`src/include/gpio_port_pkg.sv`:
```
// Package: register map, field layout and mode encodings of the dual I/O port
package gpio_port_pkg;

	localparam int PINS = 8;
	localparam int MODE_W = 2;
	localparam int ADDR_W = 16;
	localparam int DATA_W = 32;

	// Printed offsets are not all multiples of four: they are indices, byte address = 4 * index
	localparam logic [ADDR_W-1:0] PORT_A_PIN_DATA_IDX = 16'h0c00;
	localparam logic [ADDR_W-1:0] PORT_A_PIN_MODE_SELECT_IDX = 16'h0c02;
	localparam logic [ADDR_W-1:0] PORT_B_PIN_DATA_IDX = 16'h0c04;
	localparam logic [ADDR_W-1:0] PORT_B_PIN_MODE_SELECT_IDX = 16'h0c06;
	localparam int BYTE_SHIFT = 2;

	localparam logic [15:0] DATA_RESET = 16'h0000;
	localparam logic [15:0] MODE_RESET = 16'h0000;
	localparam logic [DATA_W-1:0] UNMAPPED_READ = 32'h0000_0000;

	typedef enum logic [1:0] {
		MODE_INPUT = 2'h0,
		MODE_ALT1 = 2'h1,
		MODE_OUTPUT = 2'h2,
		MODE_ALT2 = 2'h3
	} pin_mode_t;

endpackage

```
`src/rtl/dual_general_io_port.sv`:
```
// Top: Avalon-MM register slave for two eight-pin I/O ports
//
// Function
// Input mode: data read returns synchronised pin level.
// Output mode: data read returns stored register bit.
// Output mode: written data bit sets driven pin level.
// Mode 00 is input, and the reset default.
// Mode 01 hands the pin to alternate function one.
// Mode 10 is output driven from the data bit.
// Mode 11 hands the pin to alternate function two.
// Mode register: two bits per pin, pin 7 at bits 15-14.
// Data register: bit n is pin n, upper byte unused.
// Port A mode register resets to zero.
// Port A data register resets to zero, read/write.
// Port B identical to A at its own offsets.
// Software configures every pin's mode after reset.
// Software never selects function two on port B pins 6-4.
// Upper data bits read zero; alternate modes own their pins.
`timescale 1ns/10ps
module dual_general_io_port (
	input wire logic ref_clk,
	input wire logic nrst,
	input wire logic [17:0] address,
	input wire logic read,
	input wire logic write,
	input wire logic [31:0] writedata,
	input wire logic [3:0] byteenable,
	output logic [31:0] readdata,
	output logic waitrequest,
	input wire logic [7:0] ioPortAPinsIn,
	output logic [7:0] ioPortAPinsOut,
	output logic [7:0] ioPortAPinsOe,
	input wire logic [7:0] ioPortBPinsIn,
	output logic [7:0] ioPortBPinsOut,
	output logic [7:0] ioPortBPinsOe,
	input wire logic [7:0] portAAlt1Out,
	input wire logic [7:0] portAAlt1Oe,
	input wire logic [7:0] portAAlt2Out,
	input wire logic [7:0] portAAlt2Oe,
	input wire logic [7:0] portBAlt1Out,
	input wire logic [7:0] portBAlt1Oe,
	input wire logic [7:0] portBAlt2Out,
	input wire logic [7:0] portBAlt2Oe,
	output logic [7:0] portAAlt1Sel,
	output logic [7:0] portAAlt2Sel,
	output logic [7:0] portBAlt1Sel,
	output logic [7:0] portBAlt2Sel
);

	// --------------------------------------------------------------
	// Bus handshake
	// --------------------------------------------------------------
	// One wait state: the access is answered one cycle after it is
	// presented, so read data always come from a flip-flop.
	typedef enum logic [1:0] {
		S_IDLE = 2'h1,
		S_DONE = 2'h2
	} bus_state_t;

	bus_state_t state_q;
	logic [31:0] rdata_q;
	logic [15:0] wrData;
	logic [15:0] aDataRd, aModeRd, bDataRd, bModeRd;
	logic [15:0] index;
	logic hitAData, hitAMode, hitBData, hitBMode, lowLanes;
	logic accept, doWrite;

	assign index = address[17:gpio_port_pkg::BYTE_SHIFT];
	assign hitAData = (index == gpio_port_pkg::PORT_A_PIN_DATA_IDX);
	assign hitAMode = (index == gpio_port_pkg::PORT_A_PIN_MODE_SELECT_IDX);
	assign hitBData = (index == gpio_port_pkg::PORT_B_PIN_DATA_IDX);
	assign hitBMode = (index == gpio_port_pkg::PORT_B_PIN_MODE_SELECT_IDX);

	// Registers are 16 bits; both low lanes must be enabled to write.
	// Partial writes are dropped rather than merged, keeping fields whole.
	assign lowLanes = (byteenable[1:0] == 2'h3);
	assign accept = (state_q == S_IDLE) && (read || write);
	// Write lands at the edge where the master sees waitrequest low
	assign doWrite = (state_q == S_DONE) && write && lowLanes;
	assign wrData = writedata[15:0];
	assign waitrequest = !(state_q == S_DONE);

	always_ff @(posedge ref_clk) begin
		if (!nrst) begin
			state_q <= S_IDLE;
		end else begin
			case (state_q)
				S_IDLE: begin
					if (read || write) state_q <= S_DONE;
				end
				S_DONE: begin
					state_q <= S_IDLE;
				end
				default: begin
					state_q <= S_IDLE;
				end
			endcase
		end
	end

	always_ff @(posedge ref_clk) begin
		if (!nrst) begin
			rdata_q <= gpio_port_pkg::UNMAPPED_READ;
		end else if (accept && read) begin
			if (hitAData) rdata_q <= {16'h0000, aDataRd}; // see
			else if (hitAMode) rdata_q <= {16'h0000, aModeRd};
			else if (hitBData) rdata_q <= {16'h0000, bDataRd};
			else if (hitBMode) rdata_q <= {16'h0000, bModeRd};
			else rdata_q <= gpio_port_pkg::UNMAPPED_READ;
		end
	end

	assign readdata = rdata_q;

	// --------------------------------------------------------------
	// Ports
	// --------------------------------------------------------------
	io_port #(.PINS(gpio_port_pkg::PINS)) u_port_a (
		.ref_clk(ref_clk),
		.nrst(nrst),
		.dataWr(doWrite && hitAData),
		.modeWr(doWrite && hitAMode),
		.wrData(wrData),
		.pinIn(ioPortAPinsIn),
		.alt1Out(portAAlt1Out),
		.alt1Oe(portAAlt1Oe),
		.alt2Out(portAAlt2Out),
		.alt2Oe(portAAlt2Oe),
		.dataRd(aDataRd),
		.modeRd(aModeRd),
		.pinOut(ioPortAPinsOut),
		.pinOe(ioPortAPinsOe),
		.alt1Sel(portAAlt1Sel),
		.alt2Sel(portAAlt2Sel)
	);

	io_port #(.PINS(gpio_port_pkg::PINS)) u_port_b (
		.ref_clk(ref_clk),
		.nrst(nrst),
		.dataWr(doWrite && hitBData),
		.modeWr(doWrite && hitBMode),
		.wrData(wrData),
		.pinIn(ioPortBPinsIn),
		.alt1Out(portBAlt1Out),
		.alt1Oe(portBAlt1Oe),
		.alt2Out(portBAlt2Out),
		.alt2Oe(portBAlt2Oe),
		.dataRd(bDataRd),
		.modeRd(bModeRd),
		.pinOut(ioPortBPinsOut),
		.pinOe(ioPortBPinsOe),
		.alt1Sel(portBAlt1Sel),
		.alt2Sel(portBAlt2Sel)
	);

	// --------------------------------------------------------------
	// Checks
	// --------------------------------------------------------------
	wait_one_a: assert property (@(posedge ref_clk) disable iff (!nrst)
		(waitrequest && (read || write)) |=> !waitrequest)
		else $error("access not answered after one wait state");
	reset_mode_a: assert property (@(posedge ref_clk) // see
		$rose(nrst) |-> (aModeRd == 16'h0000 && bModeRd == 16'h0000))
		else $error("mode register not zero after reset");
	reset_oe_a: assert property (@(posedge ref_clk)
		$rose(nrst) |-> (ioPortAPinsOe == 8'h00 && ioPortBPinsOe == 8'h00))
		else $error("pin driven right after reset");
	upper_zero_a: assert property (@(posedge ref_clk) disable iff (!nrst)
		(accept && read && (hitAData || hitBData)) |=> (readdata[31:8] == 24'h000000))
		else $error("unused data bits not zero");
	write_out_a: assert property (@(posedge ref_clk) disable iff (!nrst) // see
		(doWrite && hitBData && bModeRd[15:14] == 2'h2) |=>
		(ioPortBPinsOut[7] == $past(writedata[7])))
		else $error("port b output level not updated");
	alt_sel_a: assert property (@(posedge ref_clk) disable iff (!nrst)
		(aModeRd[1:0] == 2'h3) |-> (portAAlt2Sel[0] && !portAAlt1Sel[0]))
		else $error("alternate two not selected");
	unmapped_zero_a: assert property (@(posedge ref_clk) disable iff (!nrst)
		(accept && read && !(hitAData || hitAMode || hitBData || hitBMode)) |=>
		(readdata == gpio_port_pkg::UNMAPPED_READ))
		else $error("unmapped read not zero");
	part_drop_a: assert property (@(posedge ref_clk) disable iff (!nrst)
		(!waitrequest && write && !lowLanes) |=>
		($stable(aModeRd) && $stable(bModeRd)))
		else $error("partial write changed a mode register");
	mode_read_a: assert property (@(posedge ref_clk) disable iff (!nrst) // see
		(accept && read && hitBMode) |=> (readdata[15:0] == $past(bModeRd)))
		else $error("mode read data not registered");
	alt_oe_a: assert property (@(posedge ref_clk) disable iff (!nrst)
		(bModeRd[11:10] == 2'h1) |-> (ioPortBPinsOe[5] == portBAlt1Oe[5]))
		else $error("alternate one not driving its pin");

endmodule

```
`src/rtl/pin_sync.sv`:
```
// Two-stage synchroniser for a bank of pin inputs
`timescale 1ns/10ps
module pin_sync #(
	parameter int W = 8
) (
	input wire logic ref_clk,
	input wire logic nrst,
	input wire logic [W-1:0] asyncIn,
	output logic [W-1:0] syncOut
);

	logic [W-1:0] stage1_q;

	// First stage feeds only the second
	always_ff @(posedge ref_clk) begin
		if (!nrst) begin
			stage1_q <= '0;
			syncOut <= '0;
		end else begin
			stage1_q <= asyncIn;
			syncOut <= stage1_q;
		end
	end

endmodule

```
`src/rtl/io_port.sv`:
```
// One eight-pin port: data and mode registers plus per-pin mux
`timescale 1ns/10ps
module io_port #(
	parameter int PINS = 8
) (
	input wire logic ref_clk,
	input wire logic nrst,
	input wire logic dataWr,
	input wire logic modeWr,
	input wire logic [15:0] wrData,
	input wire logic [PINS-1:0] pinIn,
	input wire logic [PINS-1:0] alt1Out,
	input wire logic [PINS-1:0] alt1Oe,
	input wire logic [PINS-1:0] alt2Out,
	input wire logic [PINS-1:0] alt2Oe,
	output logic [15:0] dataRd,
	output logic [15:0] modeRd,
	output logic [PINS-1:0] pinOut,
	output logic [PINS-1:0] pinOe,
	output logic [PINS-1:0] alt1Sel,
	output logic [PINS-1:0] alt2Sel
);

	// Mode field packing and data lane map are fixed at eight pins
	if (PINS != 8) begin : g_bad_pins
		$error("io_port supports eight pins only");
	end

	logic [PINS-1:0] data_q;
	logic [2*PINS-1:0] mode_q;
	logic [PINS-1:0] syncIn;

	pin_sync #(.W(PINS)) u_sync (
		.ref_clk(ref_clk),
		.nrst(nrst),
		.asyncIn(pinIn),
		.syncOut(syncIn)
	);

	always_ff @(posedge ref_clk) begin
		if (!nrst) begin
			data_q <= gpio_port_pkg::DATA_RESET[PINS-1:0];
		end else if (dataWr) begin
			data_q <= wrData[PINS-1:0]; // see
		end
	end

	always_ff @(posedge ref_clk) begin
		if (!nrst) begin
			mode_q <= gpio_port_pkg::MODE_RESET; // see
		end else if (modeWr) begin
			mode_q <= wrData;
		end
	end

	assign modeRd = mode_q;

	always_comb begin
		dataRd = '0;
		pinOut = '0;
		pinOe = '0;
		alt1Sel = '0;
		alt2Sel = '0;
		for (int i = 0; i < PINS; i++) begin
			case (gpio_port_pkg::pin_mode_t'(mode_q[2*i +: 2]))
				gpio_port_pkg::MODE_OUTPUT: begin
					dataRd[i] = data_q[i];
					pinOut[i] = data_q[i]; // see
					pinOe[i] = 1'b1;
				end
				gpio_port_pkg::MODE_ALT1: begin
					alt1Sel[i] = 1'b1; // see
					pinOut[i] = alt1Out[i];
					pinOe[i] = alt1Oe[i];
					dataRd[i] = syncIn[i];
				end
				gpio_port_pkg::MODE_ALT2: begin
					alt2Sel[i] = 1'b1; // see
					pinOut[i] = alt2Out[i];
					pinOe[i] = alt2Oe[i];
					dataRd[i] = syncIn[i];
				end
				default: begin
					dataRd[i] = syncIn[i]; // see
				end
			endcase
		end
	end

	// --------------------------------------------------------------
	// Checks
	// --------------------------------------------------------------
	out_drive_a: assert property (@(posedge ref_clk) disable iff (!nrst)
		(mode_q[1:0] == 2'h2) |-> (pinOe[0] && pinOut[0] == data_q[0]))
		else $error("output pin not driven from data bit");
	in_float_a: assert property (@(posedge ref_clk) disable iff (!nrst)
		(mode_q[3:2] == 2'h0) |-> (!pinOe[1] && dataRd[1] == syncIn[1]))
		else $error("input pin driven or misread");
	mode_hold_a: assert property (@(posedge ref_clk) disable iff (!nrst)
		(!modeWr) |=> (mode_q == $past(mode_q)))
		else $error("mode changed without write");

endmodule

```
`config.mk`:
```
export PLATFORM = sky130hd
export DESIGN_NAME = dual_general_io_port
export DESIGN_NICKNAME = d
export VERILOG_FILES = /design/src/include/gpio_port_pkg.sv /design/src/rtl/dual_general_io_port.sv /design/src/rtl/pin_sync.sv /design/src/rtl/io_port.sv
export SDC_FILE = /design/constraint.sdc
export NUM_CORES = 1
export LEC_CHECK = 0
export BUFFER_PORTS_ARGS = -buffer_cell sky130_fd_sc_hd__buf_2
export CORE_MARGIN = 5
export CORE_UTILIZATION = 40
export CTS_BUF_LIST = sky130_fd_sc_hd__clkbuf_8
export CTS_CLUSTER_SIZE = 24
export DETAILED_ROUTE_END_ITERATION = 10
export MAX_ROUTING_LAYER = met4
export PLACE_DENSITY = 0.79
export SLEW_MARGIN = 20
export SYNTH_ARGS = -nofsm -noshare
export SYNTH_HDL_FRONTEND = slang
export SYNTH_SLANG_ARGS = --single-unit
```
`constraint.sdc`:
```
create_clock -name ref_clk -period 3.7 [get_ports ref_clk]
set_input_delay 0.555 -clock ref_clk [delete_from_list [all_inputs] [get_ports ref_clk]]
set_output_delay 0.555 -clock ref_clk [all_outputs]
set_load 0.03 [all_outputs]
```
### After elaboration in Yosys (flattened, before gate mapping)

Index checks and enable logic that the tools add are counted.

* multiplexer cells: 84
* reduce and logical (&&, ||, !) cells: 11
* equality and inequality tests: 55

Operators by type and width (number)
* $pmux W1 S3: 32
* $eq A2 B2 Y1 const B: 34
* $eq A16 B12 Y1 const B: 4
* $mux W16: 4
* $mux W1: 48
* $eq A2 B1 Y1 const B: 17
* $logic_and A1 B1 Y1: 8
* $reduce_and A2 Y1: 1
* $logic_not A1 Y1: 1
* $logic_or A1 B1 Y1: 1

* bits of input ports: 138
* bits in registers: 114
* output and inout port bits: 97
* word-level logic and storage cells: 160

### Depth between registers and ports, before layout

Gate-level depths: netlist of run 1.

* word-level depth: 5
* mapped depth: 7
* depth with buffers taken out: 4

### By module

From an unflattened synthesis of run 1, not the netlist that was laid out.

* cells, all modules: 542
* area total of the unflattened synthesis: 5256.3 um2

By module, submodules not included
* io_port: cells each 174, instances 2, sequential area each 480.5 um2, area an instance 1501.4 um2
* dual_general_io_port: cells each 128, instances 1, sequential area each 360.3 um2, area an instance 1360.1 um2
* pin_sync: cells each 33, instances 2, sequential area each 320.3 um2, area an instance 446.7 um2

### Least setup slack after synthesis of run 1

Ideal clock, no wire load.

* path kind: register -> output
* from: register u_port_b.mode_q[14] (netlist: u_port_b.modeRd[14])
* to: output port ioPortBPinsOut[7]
* cell stages (with the launch flop): 4
* data arrival time: 1.445 ns
* required time: 3.145 ns
* setup slack: 1.700 ns
* buffers on the path: 1
* path through: dfxtp_1 -> clkbuf_1 -> nor2b_1 -> a22o_1

* word-level cells in the longest chain between the ends: 2
* elaborated cells between the ends (all ways): 4
* those cells by class: 3 x eq/ne; 1 x mux

RTL lines
* start: declaration: RTL line io_port.sv:30 `logic [2*PINS-1:0] mode_q;`
* start signal: assignment: RTL line io_port.sv:50 `mode_q <= gpio_port_pkg::MODE_RESET;`
* start signal: assignment: RTL line io_port.sv:52 `mode_q <= wrData;`
* $eq A2 B2 Y1 / $eq A2 B1 Y1 (equally long branches): RTL line io_port.sv:65 `case (gpio_port_pkg::pin_mode_t'(mode_q[2*i +: 2]))`
* $pmux W1 S3 (*): RTL line io_port.sv:65
* end: declaration: RTL line dual_general_io_port.sv:34 `output logic [7:0] ioPortBPinsOut,`

Mark *: on every way between the ends. The rest lies on a longest branch, timed or not.

### Final worst setup path of run 1

* from: input port address[15]
* to: register rdata_q[3] (netlist: readdata[3])

* word-level cells in the longest chain between the ends: 5
* elaborated cells between the ends (all ways): 8
* those cells by class: 4 x eq/ne; 4 x mux

RTL lines
* start: declaration: RTL line dual_general_io_port.sv:23 `input wire logic [17:0] address,`
* $eq A16 B12 Y1: RTL line dual_general_io_port.sv:72 `assign hitBMode = (index == gpio_port_pkg::PORT_B_PIN_MODE_SELECT_IDX);`
* $mux W16: RTL line dual_general_io_port.sv:108 `else if (hitBMode) rdata_q <= {16'h0000, bModeRd};`
* $mux W16: RTL line dual_general_io_port.sv:107 `else if (hitBData) rdata_q <= {16'h0000, bDataRd};`
* $mux W16: RTL line dual_general_io_port.sv:106 `else if (hitAMode) rdata_q <= {16'h0000, aModeRd};`
* $mux W16 (*): RTL line dual_general_io_port.sv:105 `if (hitAData) rdata_q <= {16'h0000, aDataRd};`
* end signal: assignment: RTL line dual_general_io_port.sv:105
* end signal: assignment: RTL line dual_general_io_port.sv:106
* end signal: assignment: RTL line dual_general_io_port.sv:107
* end: declaration: RTL line dual_general_io_port.sv:61 `logic [31:0] rdata_q;`

Marked as above.
A chain may end at the register's enable or synchronous reset.

==> results of run 1 <==
through the flow:
stage               util (%)  setup slack (ns)  std cells  instance area [um^2]  hold WS, ns
floorplan                  -              1.70        646                  5010        0.412
global placement        49.3              1.18        951                  5940        0.416
detailed placement      49.3              1.18        951                  5940        0.417
CTS                     51.3              1.54        966                  6180        0.370
global route            51.3              1.37        966                  6180        0.377
finish                  51.3              1.52        966                  6180        0.381
synthesized netlist by cell type, drive strengths merged:
cell type	number	area (um^2)
a211o	1	8.76
a211oi	9	67.6
a21o	2	15.0
a21oi	80	400
a221o	8	80.1
a22o	2	17.5
a22oi	6	45.0
a311o	6	60.1
a31oi	2	12.5
and2	42	263
and3	10	62.6
and3b	3	26.3
and4	4	35.0
and4b	1	10.0
buf	23	158
clkbuf	47	181
conb	1	3.75
dfxtp	98	1960
inv	47	176
mux2	3	33.8
mux2i	14	140
nand2	6	22.5
nand2b	8	50.1
nand3	48	240
nand3b	8	60.1
nand4	14	93.8
nor2	28	105
nor2b	10	62.6
nor3	2	15.0
nor4	11	98.8
nor4b	1	8.76
nor4bb	1	10.0
o2111a	1	11.3
o21ai	84	420
power by group through the flow:
stage          sequential [mW]  combinational (mW)  clock, mW
2_1_floorplan             1.11               0.101          0
3_3_place_gp              1.10               0.181          0
3_5_place_dp              1.10               0.184          0
4_1_cts                   1.08               0.185      0.846
5_1_grt                   1.08               0.204      0.891
6_report                  1.08               0.186      0.827
worst paths after layout:
path / startpoint / end / slack [ns] / cells after the start
worst max-delay path: address[15] / readdata[3]$_SDFFE_PN0P_ / 1.52 / 6
worst min-delay path: ioPortAPinsIn[0] / u_port_a.u_sync.stage1_q[0]$_SDFF_PN0_ / 0.38 / 2
worst max register to register: state_q[0]$_SDFFE_PN1N_ / u_port_a.data_q[2]$_SDFFE_PN0P_ / 1.93 / 4
worst min register to register: u_port_a.u_sync.stage1_q[4]$_SDFF_PN0_ / u_port_a.u_sync.syncOut[4]$_SDFF_PN0_ / 0.44 / 1
layer usage:
| layer | wire, um | share of wire (%) | vias up |
|---|---|---|---|
| met5 | 0 | 0 | - |
| met4 | 194 | 1.2 | 0 |
| met3 | 1570 | 9.8 | 18 |
| met2 | 7560 | 47 | 282 |
| met1 | 6690 | 42 | 2371 |
| li1 | - | - | 2504 |
final cells by class:
| class | count | area, um^2 | share of cell area [%] |
|---|---|---|---|
| multi-input cells | 431 | 2540 | 41.0 |
| well taps | 168 | 210 | 3.40 |
| clock inverters | 6 | 116 | 1.88 |
| inverters | 47 | 176 | 2.85 |
| flip-flops and latches | 98 | 1960 | 31.7 |
| clock buffers | 9 | 124 | 2.00 |
| repair buffers | 207 | 1060 | 17.1 |
worst max-delay path: stages:
cell and delay, ns:
buf_2 0.11, nor4_4 0.47, nand4_1 0.44, buf_4 0.33
nor4_1 0.42, a211oi_1 0.08
cell families after synthesis:
family          share of synthesized area [%]
compound gates                           23.0
flops                                    39.6
other cells                            0.0756
mux                                      3.51
simple gates                             23.5
buf+inv                                  10.4
sequential cells by signal (all words and copies together), names as in the netlist:
register and flops:
u_port_b.u_sync.stage1_q 8, u_port_b.u_sync.syncOut 8, u_port_a.u_sync.stage1_q 8, u_port_a.u_sync.syncOut 8, readdata 16, u_port_b.modeRd 16, state_q 2, u_port_b.data_q 8
u_port_a.modeRd 16, u_port_a.data_q 8
==> flow_summary.yaml, run 1 <==
outcome:
  status: "finished, final reports clean"
global_routing:
  grt_usage_pct: 21.6
  grt_busiest_layer: "met2"
  grt_util_met1_pct: 28.5
  grt_first_pass_wirelength_mm: 24.9
  grt_pass1_vias: 4796
  overflow: 0
  antenna_found_initial: 0
  grt_max_degree: 51
  grt_util_met3_pct: 4.85
  use_met2_pct: 33.5
timing:
  slew_violations: 0
  final-setup-viol-count: 0
  min_period_ns: 2.18
  fmax_ghz: 0.459
  finalCritPeriodShare_pct: 58.8
  rsz0062_at_grt: "no"
  slew_headroom_pct: 48.8
  finClkSkew_ns: 0.0149
  finalHoldViolations: 0
  setup-tns-final_ns: 0
  worst_pin_slew_ns: 0.766
power:
  pwr-share-clk_pct: 39.5
  p_seq_share_pct: 51.6
  powerDensity_nw_per_um2: 339
  p_leak_nw: 2.71
  total_power_mw: 2.09
  switching_power_mw: 0.498
  swShare_pct: 23.8
  ir_drop_uv: 194
  combinationalPowerShare_pct: 8.9
  p_int_mw: 1.60
synth:
  yosysWarningCount: 0
  seq_area_frac_synth_pct: 39.6
  syn_area_um2: 4960
  synth_cells: 631
  synth_cell_types: 39
  syn_avg_cell_area_um2: 7.86
  ys_ff_latch: 98
die:
  die_x_um: 121
  dieArea_um2: 14700
  coreArea_um2: 12100
  rows: 40
  initial_core_util_pct: 41.1
  ios: 235
  dieHeight_um: 121
worst_hold_path:
  hp-class: "primary input to register"
job:
  cap_violations: 0
setup_path:
  cp_max_fo: 10
  start_kind: "primary input"
  arrival_ns: 2.42
  critPathRequiredTime_ns: 3.94
  crit_type: "primary input to register"
  cp-end-kind: "register"
route:
  via_count: 5175
  vias_per_cell: 5.36
  wire_per_inst_um: 16.6
  drt-total-wl_mm: 16.0
  dr.pass1.iters: 5
  postRouteAntennaNets: 0
  drcViolationCount: 0
  drtIter0Drc: 440
final_layout:
  final_common_cell: "buf_2"
  final_nets: 932
  final_cell_mix: "198 x buf_2, 98 x dfxtp_1, 84 x o21ai_0, 80 x a21oi_1, 48 x nand3_1"
  syn2layout_area_growth_pct: 24.7
  drive_above_1_share_pct: 28.7
  antenna_cells: 0
  n_fill_cell: 1211
cts:
  clk_pin_slew_ns: 0.10
  cts_tree: "yes"
  cts_resized: 0
  clk_latency_ns: 0.37
  h-tree-depth: 3
  clockBufferDepth: 2
  cts_sinks: 98
  cts_setup_buffers: 0
  cts_buffers: 9
  clockRootBuffer: "clkbuf_8"
  ctsHoldBuffers: 0
placement:
  globalplace.congestion: 0.853
  place_hpwl_mm: 11.4
  numPortBuffers: 198
Power figures use the tool's default switching activity.
==> run 2, diff against run 1 <==
Settings changed: ABC_AREA from default to 1, PLACE_DENSITY 0.79 to 0.82.
Clock period 3.7 ns to 1.9 ns, I/O delays scaled along.
==> run 2 against run 1 <==
Effect of this change:
- clock power increased by 70%
- critical endpoint is now ioPortAPinsOe[7]
- first-iteration DRC count decreased by 23%
- via count down 2.8%
- clock skew grew 0.00059 ns
- routed wire length decreased by 13%
- sequential power up 94%
==> flow_summary.yaml, run 2 <==
outcome:
  status: "finished, final reports clean"
cts:
  ctsHoldBuffers: 0
  cts_resized: 0
  cts_buffers: 9
  clk_latency_ns: 0.36
  clk_pin_slew_ns: 0.11
  clockRootBuffer: "clkbuf_8"
  clockBufferDepth: 2
  h-tree-depth: 3
  cts_tree: "yes"
  cts_sinks: 98
  cts_setup_buffers: 0
synth:
  yosys.area.top_type: "dfxtp_1"
  yosysWarningCount: 0
  seq_area_frac_synth_pct: 40.7
  ys_ff_latch: 98
  synth_edf_count: 0
  synth_cell_types: 25
  synth_cells: 724
  netlist.area_leader.share_pct: 40.7
  syn_avg_cell_area_um2: 6.67
  synth.area.top_cells: "dfxtp_1 41%, nand2_1 17%, inv_1 8.3%"
  synthArstFlopShare_pct: 0
  synth.most_common_cell: "nand2_1"
  synthFlopType: "dfxtp_1"
  synth_commonest_cells: "214 x nand2_1, 107 x inv_1, 98 x dfxtp_1"
  syn_area_um2: 4830
setup_path:
  crit_type: "register to primary output"
  reg2reg_from: "state_q[0]$_SDFFE_PN1N_"
  start_kind: "register"
  cp_max_fo: 4
  critPathLaunch: "u_port_a.modeRd[14]$_SDFFE_PN0P_"
  arrival_ns: 1.51
  critPathRequiredTime_ns: 1.62
  cp-end-kind: "primary output"
timing:
  min_period_ns: 1.80
  slew_violations: 0
  finalHoldViolations: 0
  setup-tns-final_ns: 0
  final-setup-viol-count: 0
  fmax_ghz: 0.557
  finalCritPeriodShare_pct: 94.6
  setup_slack_ns: 0.104
  finClkSkew_ns: 0.0155
  rsz0062_at_grt: "no"
placement:
  dp.cells: 1056
  place_ws_ns: 0.221
  place_hpwl_mm: 11.3
  numPortBuffers: 198
  globalplace.congestion: 0.923
final_layout:
  multi_input_area_um2: 2260
  syn2layout_area_growth_pct: 26.5
  final_common_cell: "nand2_1"
  final_cells: 1072
  seq_area_um2: 1960
  final_cell_mix: "214 x nand2_1, 198 x buf_2, 107 x inv_1, 98 x dfxtp_1, 70 x o21ai_0"
  final_nets: 1058
  n_fill_cell: 1186
  antenna_cells: 0
  finish.utilization_pct: 51.3
  drive_above_1_share_pct: 25.8
power:
  p_seq_share_pct: 54.6
  swShare_pct: 25.8
  powerDensity_nw_per_um2: 630
  p_int_mw: 2.86
  combinationalPowerShare_pct: 8.8
  switching_power_mw: 0.993
  p_leak_nw: 3.47
  ir_drop_uv: 418
  pwr-share-clk_pct: 36.6
die:
  initial_core_util_pct: 40.5
  dieArea_um2: 14400
  rows: 40
  ios: 235
  die_x_um: 120
  dieHeight_um: 120
  coreArea_um2: 11900
global_routing:
  overflow: 0
  grt_max_degree: 81
  antenna_found_initial: 0
  grt_pass1_vias: 4684
  grt_usage_pct: 19.2
  grt_first_pass_wirelength_mm: 22.0
route:
  drt-total-wl_mm: 13.9
  postRouteAntennaNets: 0
  wire_per_inst_um: 13.0
  dr.pass1.iters: 4
  drtIter0Drc: 339
  drcViolationCount: 0
  via_count: 5032
  vias_per_cell: 4.69
job:
  cap_violations: 0
worst_hold_path:
  worstHoldStart: "ioPortAPinsIn[5]"
  hp-class: "primary input to register"
[run 2: changes by cell type after synthesis, moves of 13 or more]
cell and delta:
o21ai_0 -14, nand4_1 -13, a21oi_1 -24, nor2_1 +20
clkbuf_1 -31, nand2_1 +208, and2_1 -42, inv_1 +60
mux2i_1 -14
[run 2: stage by stage]
stage | instance area [um^2] | total power [mW] | hold WS [ns]
final | 6110 | 3.85 | 0.103
after global routing | 6110 | 4.03 | 0.0888
after CTS | 6110 | 3.87 | 0.0895
after detailed placement | 5900 | 2.49 | 0.395
after global placement | 5900 | 2.48 | 0.396
after floorplan | 4880 | 2.34 | 0.383
[run 2: metal layers]
layer / vias to the layer above / GRT usage (%) / wire, um
met3: 19 / 2.59 / 892
met1: 2172 / 26.1 / 6460
met4: 0 / 5.08 / 230
li1: 2653 / - / -
met5: - / - / 0
met2: 188 / 30.4 / 6320
[run 2: critical path, stage by stage (launching register included)]
cell	delay, ns
dfxtp_1	0.39
inv_1	0.10
nor2_1	0.26
a221o_1	0.21
buf_2	0.19
[run 2: final cells by class]
class	count	share of cell area, %
Sequential cell	98	32.1
Timing Repair Buffer	209	17.8
Inverter	109	6.70
Clock buffer	9	2.03
Multi-Input combinational cell	493	37.0
Clock inverter	7	1.33
Tap cell	147	3.01
[run 2: path summary, 6_finish.rpt]
path         cells after the start  slack (ns)                                endpoint
min reg2reg                      2        0.41   u_port_b.u_sync.syncOut[4]$_SDFF_PN0_
max                              4        0.10                        ioPortAPinsOe[7]
min                              3        0.10  u_port_a.u_sync.stage1_q[5]$_SDFF_PN0_
max reg2reg                      8        0.27         u_port_b.modeRd[7]$_SDFFE_PN0P_
[run 2: logic make-up after synthesis]
| group | count (synthesis) | synth area share (%) |
|---|---|---|
| other | 1 | 0.0777 |
| buffers and inverters | 148 | 13.7 |
| AO/OA/AOI/OAI | 144 | 16.4 |
| flip-flops | 98 | 40.7 |
| AND/OR/NAND/NOR | 333 | 29.2 |
[run 2: power by group through the flow]
stage | combinational (mW) | clock, mW | sequential (mW)
finish | 0.340 | 1.41 | 2.10
global route | 0.383 | 1.55 | 2.11
CTS | 0.341 | 1.43 | 2.10
detailed placement | 0.341 | 0 | 2.15
global placement | 0.336 | 0 | 2.15
floorplan | 0.199 | 0 | 2.14
==> run 3, diff against run 2 <==
Settings changed: PLACE_DENSITY 0.82 to 0.79.
Clock period 1.9 ns to 2.11 ns, I/O delays scaled along.
==> run 3 against run 2 <==
Effect of this change:
- sequential power decreased by 10%
- die area unchanged
- flip-flop and latch count unchanged
- combinational power decreased by 8.8%
- clock skew decreased by 0.0093 ns
- core utilization decreased by 0.34 points
- routed wire length decreased by 1.4%
- clock-buffer cell count unchanged
- hold slack improved by 0.025 ns
- power decreased by 12%
- final area decreased by 0.66%
==> flow_summary.yaml, run 3 (synthesis gave the netlist of run 2 again) <==
timing:
  fmax_ghz: 0.565
  min_period_ns: 1.77
  slew_headroom_pct: 64.0
  finalHoldViolations: 0
  rsz0062_at_grt: "no"
  worst_pin_slew_ns: 0.539
  slew_violations: 0
  finalCritPeriodShare_pct: 83.9
  setup_slack_ns: 0.340
  hold_slack_ns: 0.128
  final-setup-viol-count: 0
  setup-tns-final_ns: 0
  finClkSkew_ns: 0.00619
route:
  postRouteAntennaNets: 0
  vias_per_cell: 4.64
  drtIter0Drc: 264
  via_count: 4956
  wire_per_inst_um: 12.8
  dr.pass1.iters: 4
  drt-total-wl_mm: 13.7
  drcViolationCount: 0
final_layout:
  final_nets: 1054
  final_cells: 1069
  n_fill_cell: 1240
  drive_above_1_share_pct: 25.4
  stdcell_area_um2: 6070
  final_cell_mix: "214 x nand2_1, 198 x buf_2, 108 x inv_1, 98 x dfxtp_1, 70 x o21ai_0"
  finish.utilization_pct: 50.9
  final_common_cell: "nand2_1"
  syn2layout_area_growth_pct: 25.7
cts:
  clockBufferDepth: 2
  cts_sinks: 98
  cts_setup_buffers: 0
  clk_latency_ns: 0.36
  clk_pin_slew_ns: 0.09
  cts_buffers: 9
  h-tree-depth: 3
  cts_tree: "yes"
  ctsHoldBuffers: 0
  cts_resized: 0
  clockRootBuffer: "clkbuf_8"
die:
  initial_core_util_pct: 40.5
  die_x_um: 120
  coreArea_um2: 11900
  dieArea_um2: 14400
  rows: 40
  dieHeight_um: 120
  ios: 235
placement:
  dp.cells: 1052
  numPortBuffers: 198
  place_hpwl_mm: 11.0
  place_ws_ns: 0.358
  place_area_um2: 5870
  globalplace.congestion: 0.927
setup_path:
  cp-end-kind: "primary output"
  crit_type: "register to primary output"
  start_kind: "register"
  arrival_ns: 1.45
  cp_max_fo: 4
  critPathRequiredTime_ns: 1.79
worst_hold_path:
  hp-class: "primary input to register"
global_routing:
  grt_pass1_vias: 4623
  grt_max_degree: 83
  antenna_found_initial: 1
  grt_first_pass_wirelength_mm: 21.9
  overflow: 0
  grt_usage_pct: 19.1
power:
  ir_drop_uv: 309
  total_power_mw: 3.40
  p_leak_nw: 3.45
  powerDensity_nw_per_um2: 560
outcome:
  status: "finished, final reports clean"
job:
  cap_violations: 0
## run 3: cell count changes in the layout (fill, tap and decap cells not counted)
cell        delta
buf_4          -4
inv_6          -2
clkinv_2       +1
clkinvlp_4     +1
diode_2        +1
inv_1          +1
inv_8          -1
## run 3: worst paths after layout
kind                                            end  slack (ns)  depth (start not counted)                                    from
max reg2reg         u_port_a.data_q[3]$_SDFFE_PN0P_        0.42                          8                 state_q[0]$_SDFFE_PN1N_
min          u_port_b.u_sync.stage1_q[6]$_SDFF_PN0_        0.13                          3                        ioPortBPinsIn[6]
max                               ioPortAPinsOut[4]        0.34                          5         u_port_a.modeRd[9]$_SDFFE_PN0P_
min reg2reg   u_port_a.u_sync.syncOut[0]$_SDFF_PN0_        0.42                          2  u_port_a.u_sync.stage1_q[0]$_SDFF_PN0_
## run 3: area by class of cell
cell class | instances | area [um^2] | share of cell area, %
Multi-Input combinational cell | 493 | 2260 | 37.3
Sequential cell | 98 | 1960 | 32.3
Timing Repair Buffer | 205 | 1060 | 17.4
Inverter | 109 | 409 | 6.75
Tap cell | 147 | 184 | 3.03
Clock buffer | 9 | 124 | 2.04
Clock inverter | 7 | 68.8 | 1.13
Antenna cell | 1 | 2.50 | 0.0413
## run 3: routing by layer
metal / GRT usage (%) / up-vias / part of all wire, %
met5: - / - / 0
met1: 25.0 / 2150 / 46
met4: 4.01 / 0 / 1.7
li1: - / 2643 / -
met2: 30.5 / 145 / 47
met3: 4.15 / 18 / 5.7
## run 3: power by group
part / internal, mW / total, mW / switching (mW) / leakage (nW)
sequential: 1.88 / 1.89 / 0.0110 / 0.797
clock: 0.546 / 1.20 / 0.652 / 0.101
combinational: 0.120 / 0.310 / 0.190 / 2.55
## run 3: worst max-delay path, stage by stage, from the launching register on
cell and delay, ns:
dfxtp_1 0.36, inv_1 0.09, nor2_1 0.21, nand2_1 0.15, nand3_1 0.09, buf_2 0.19
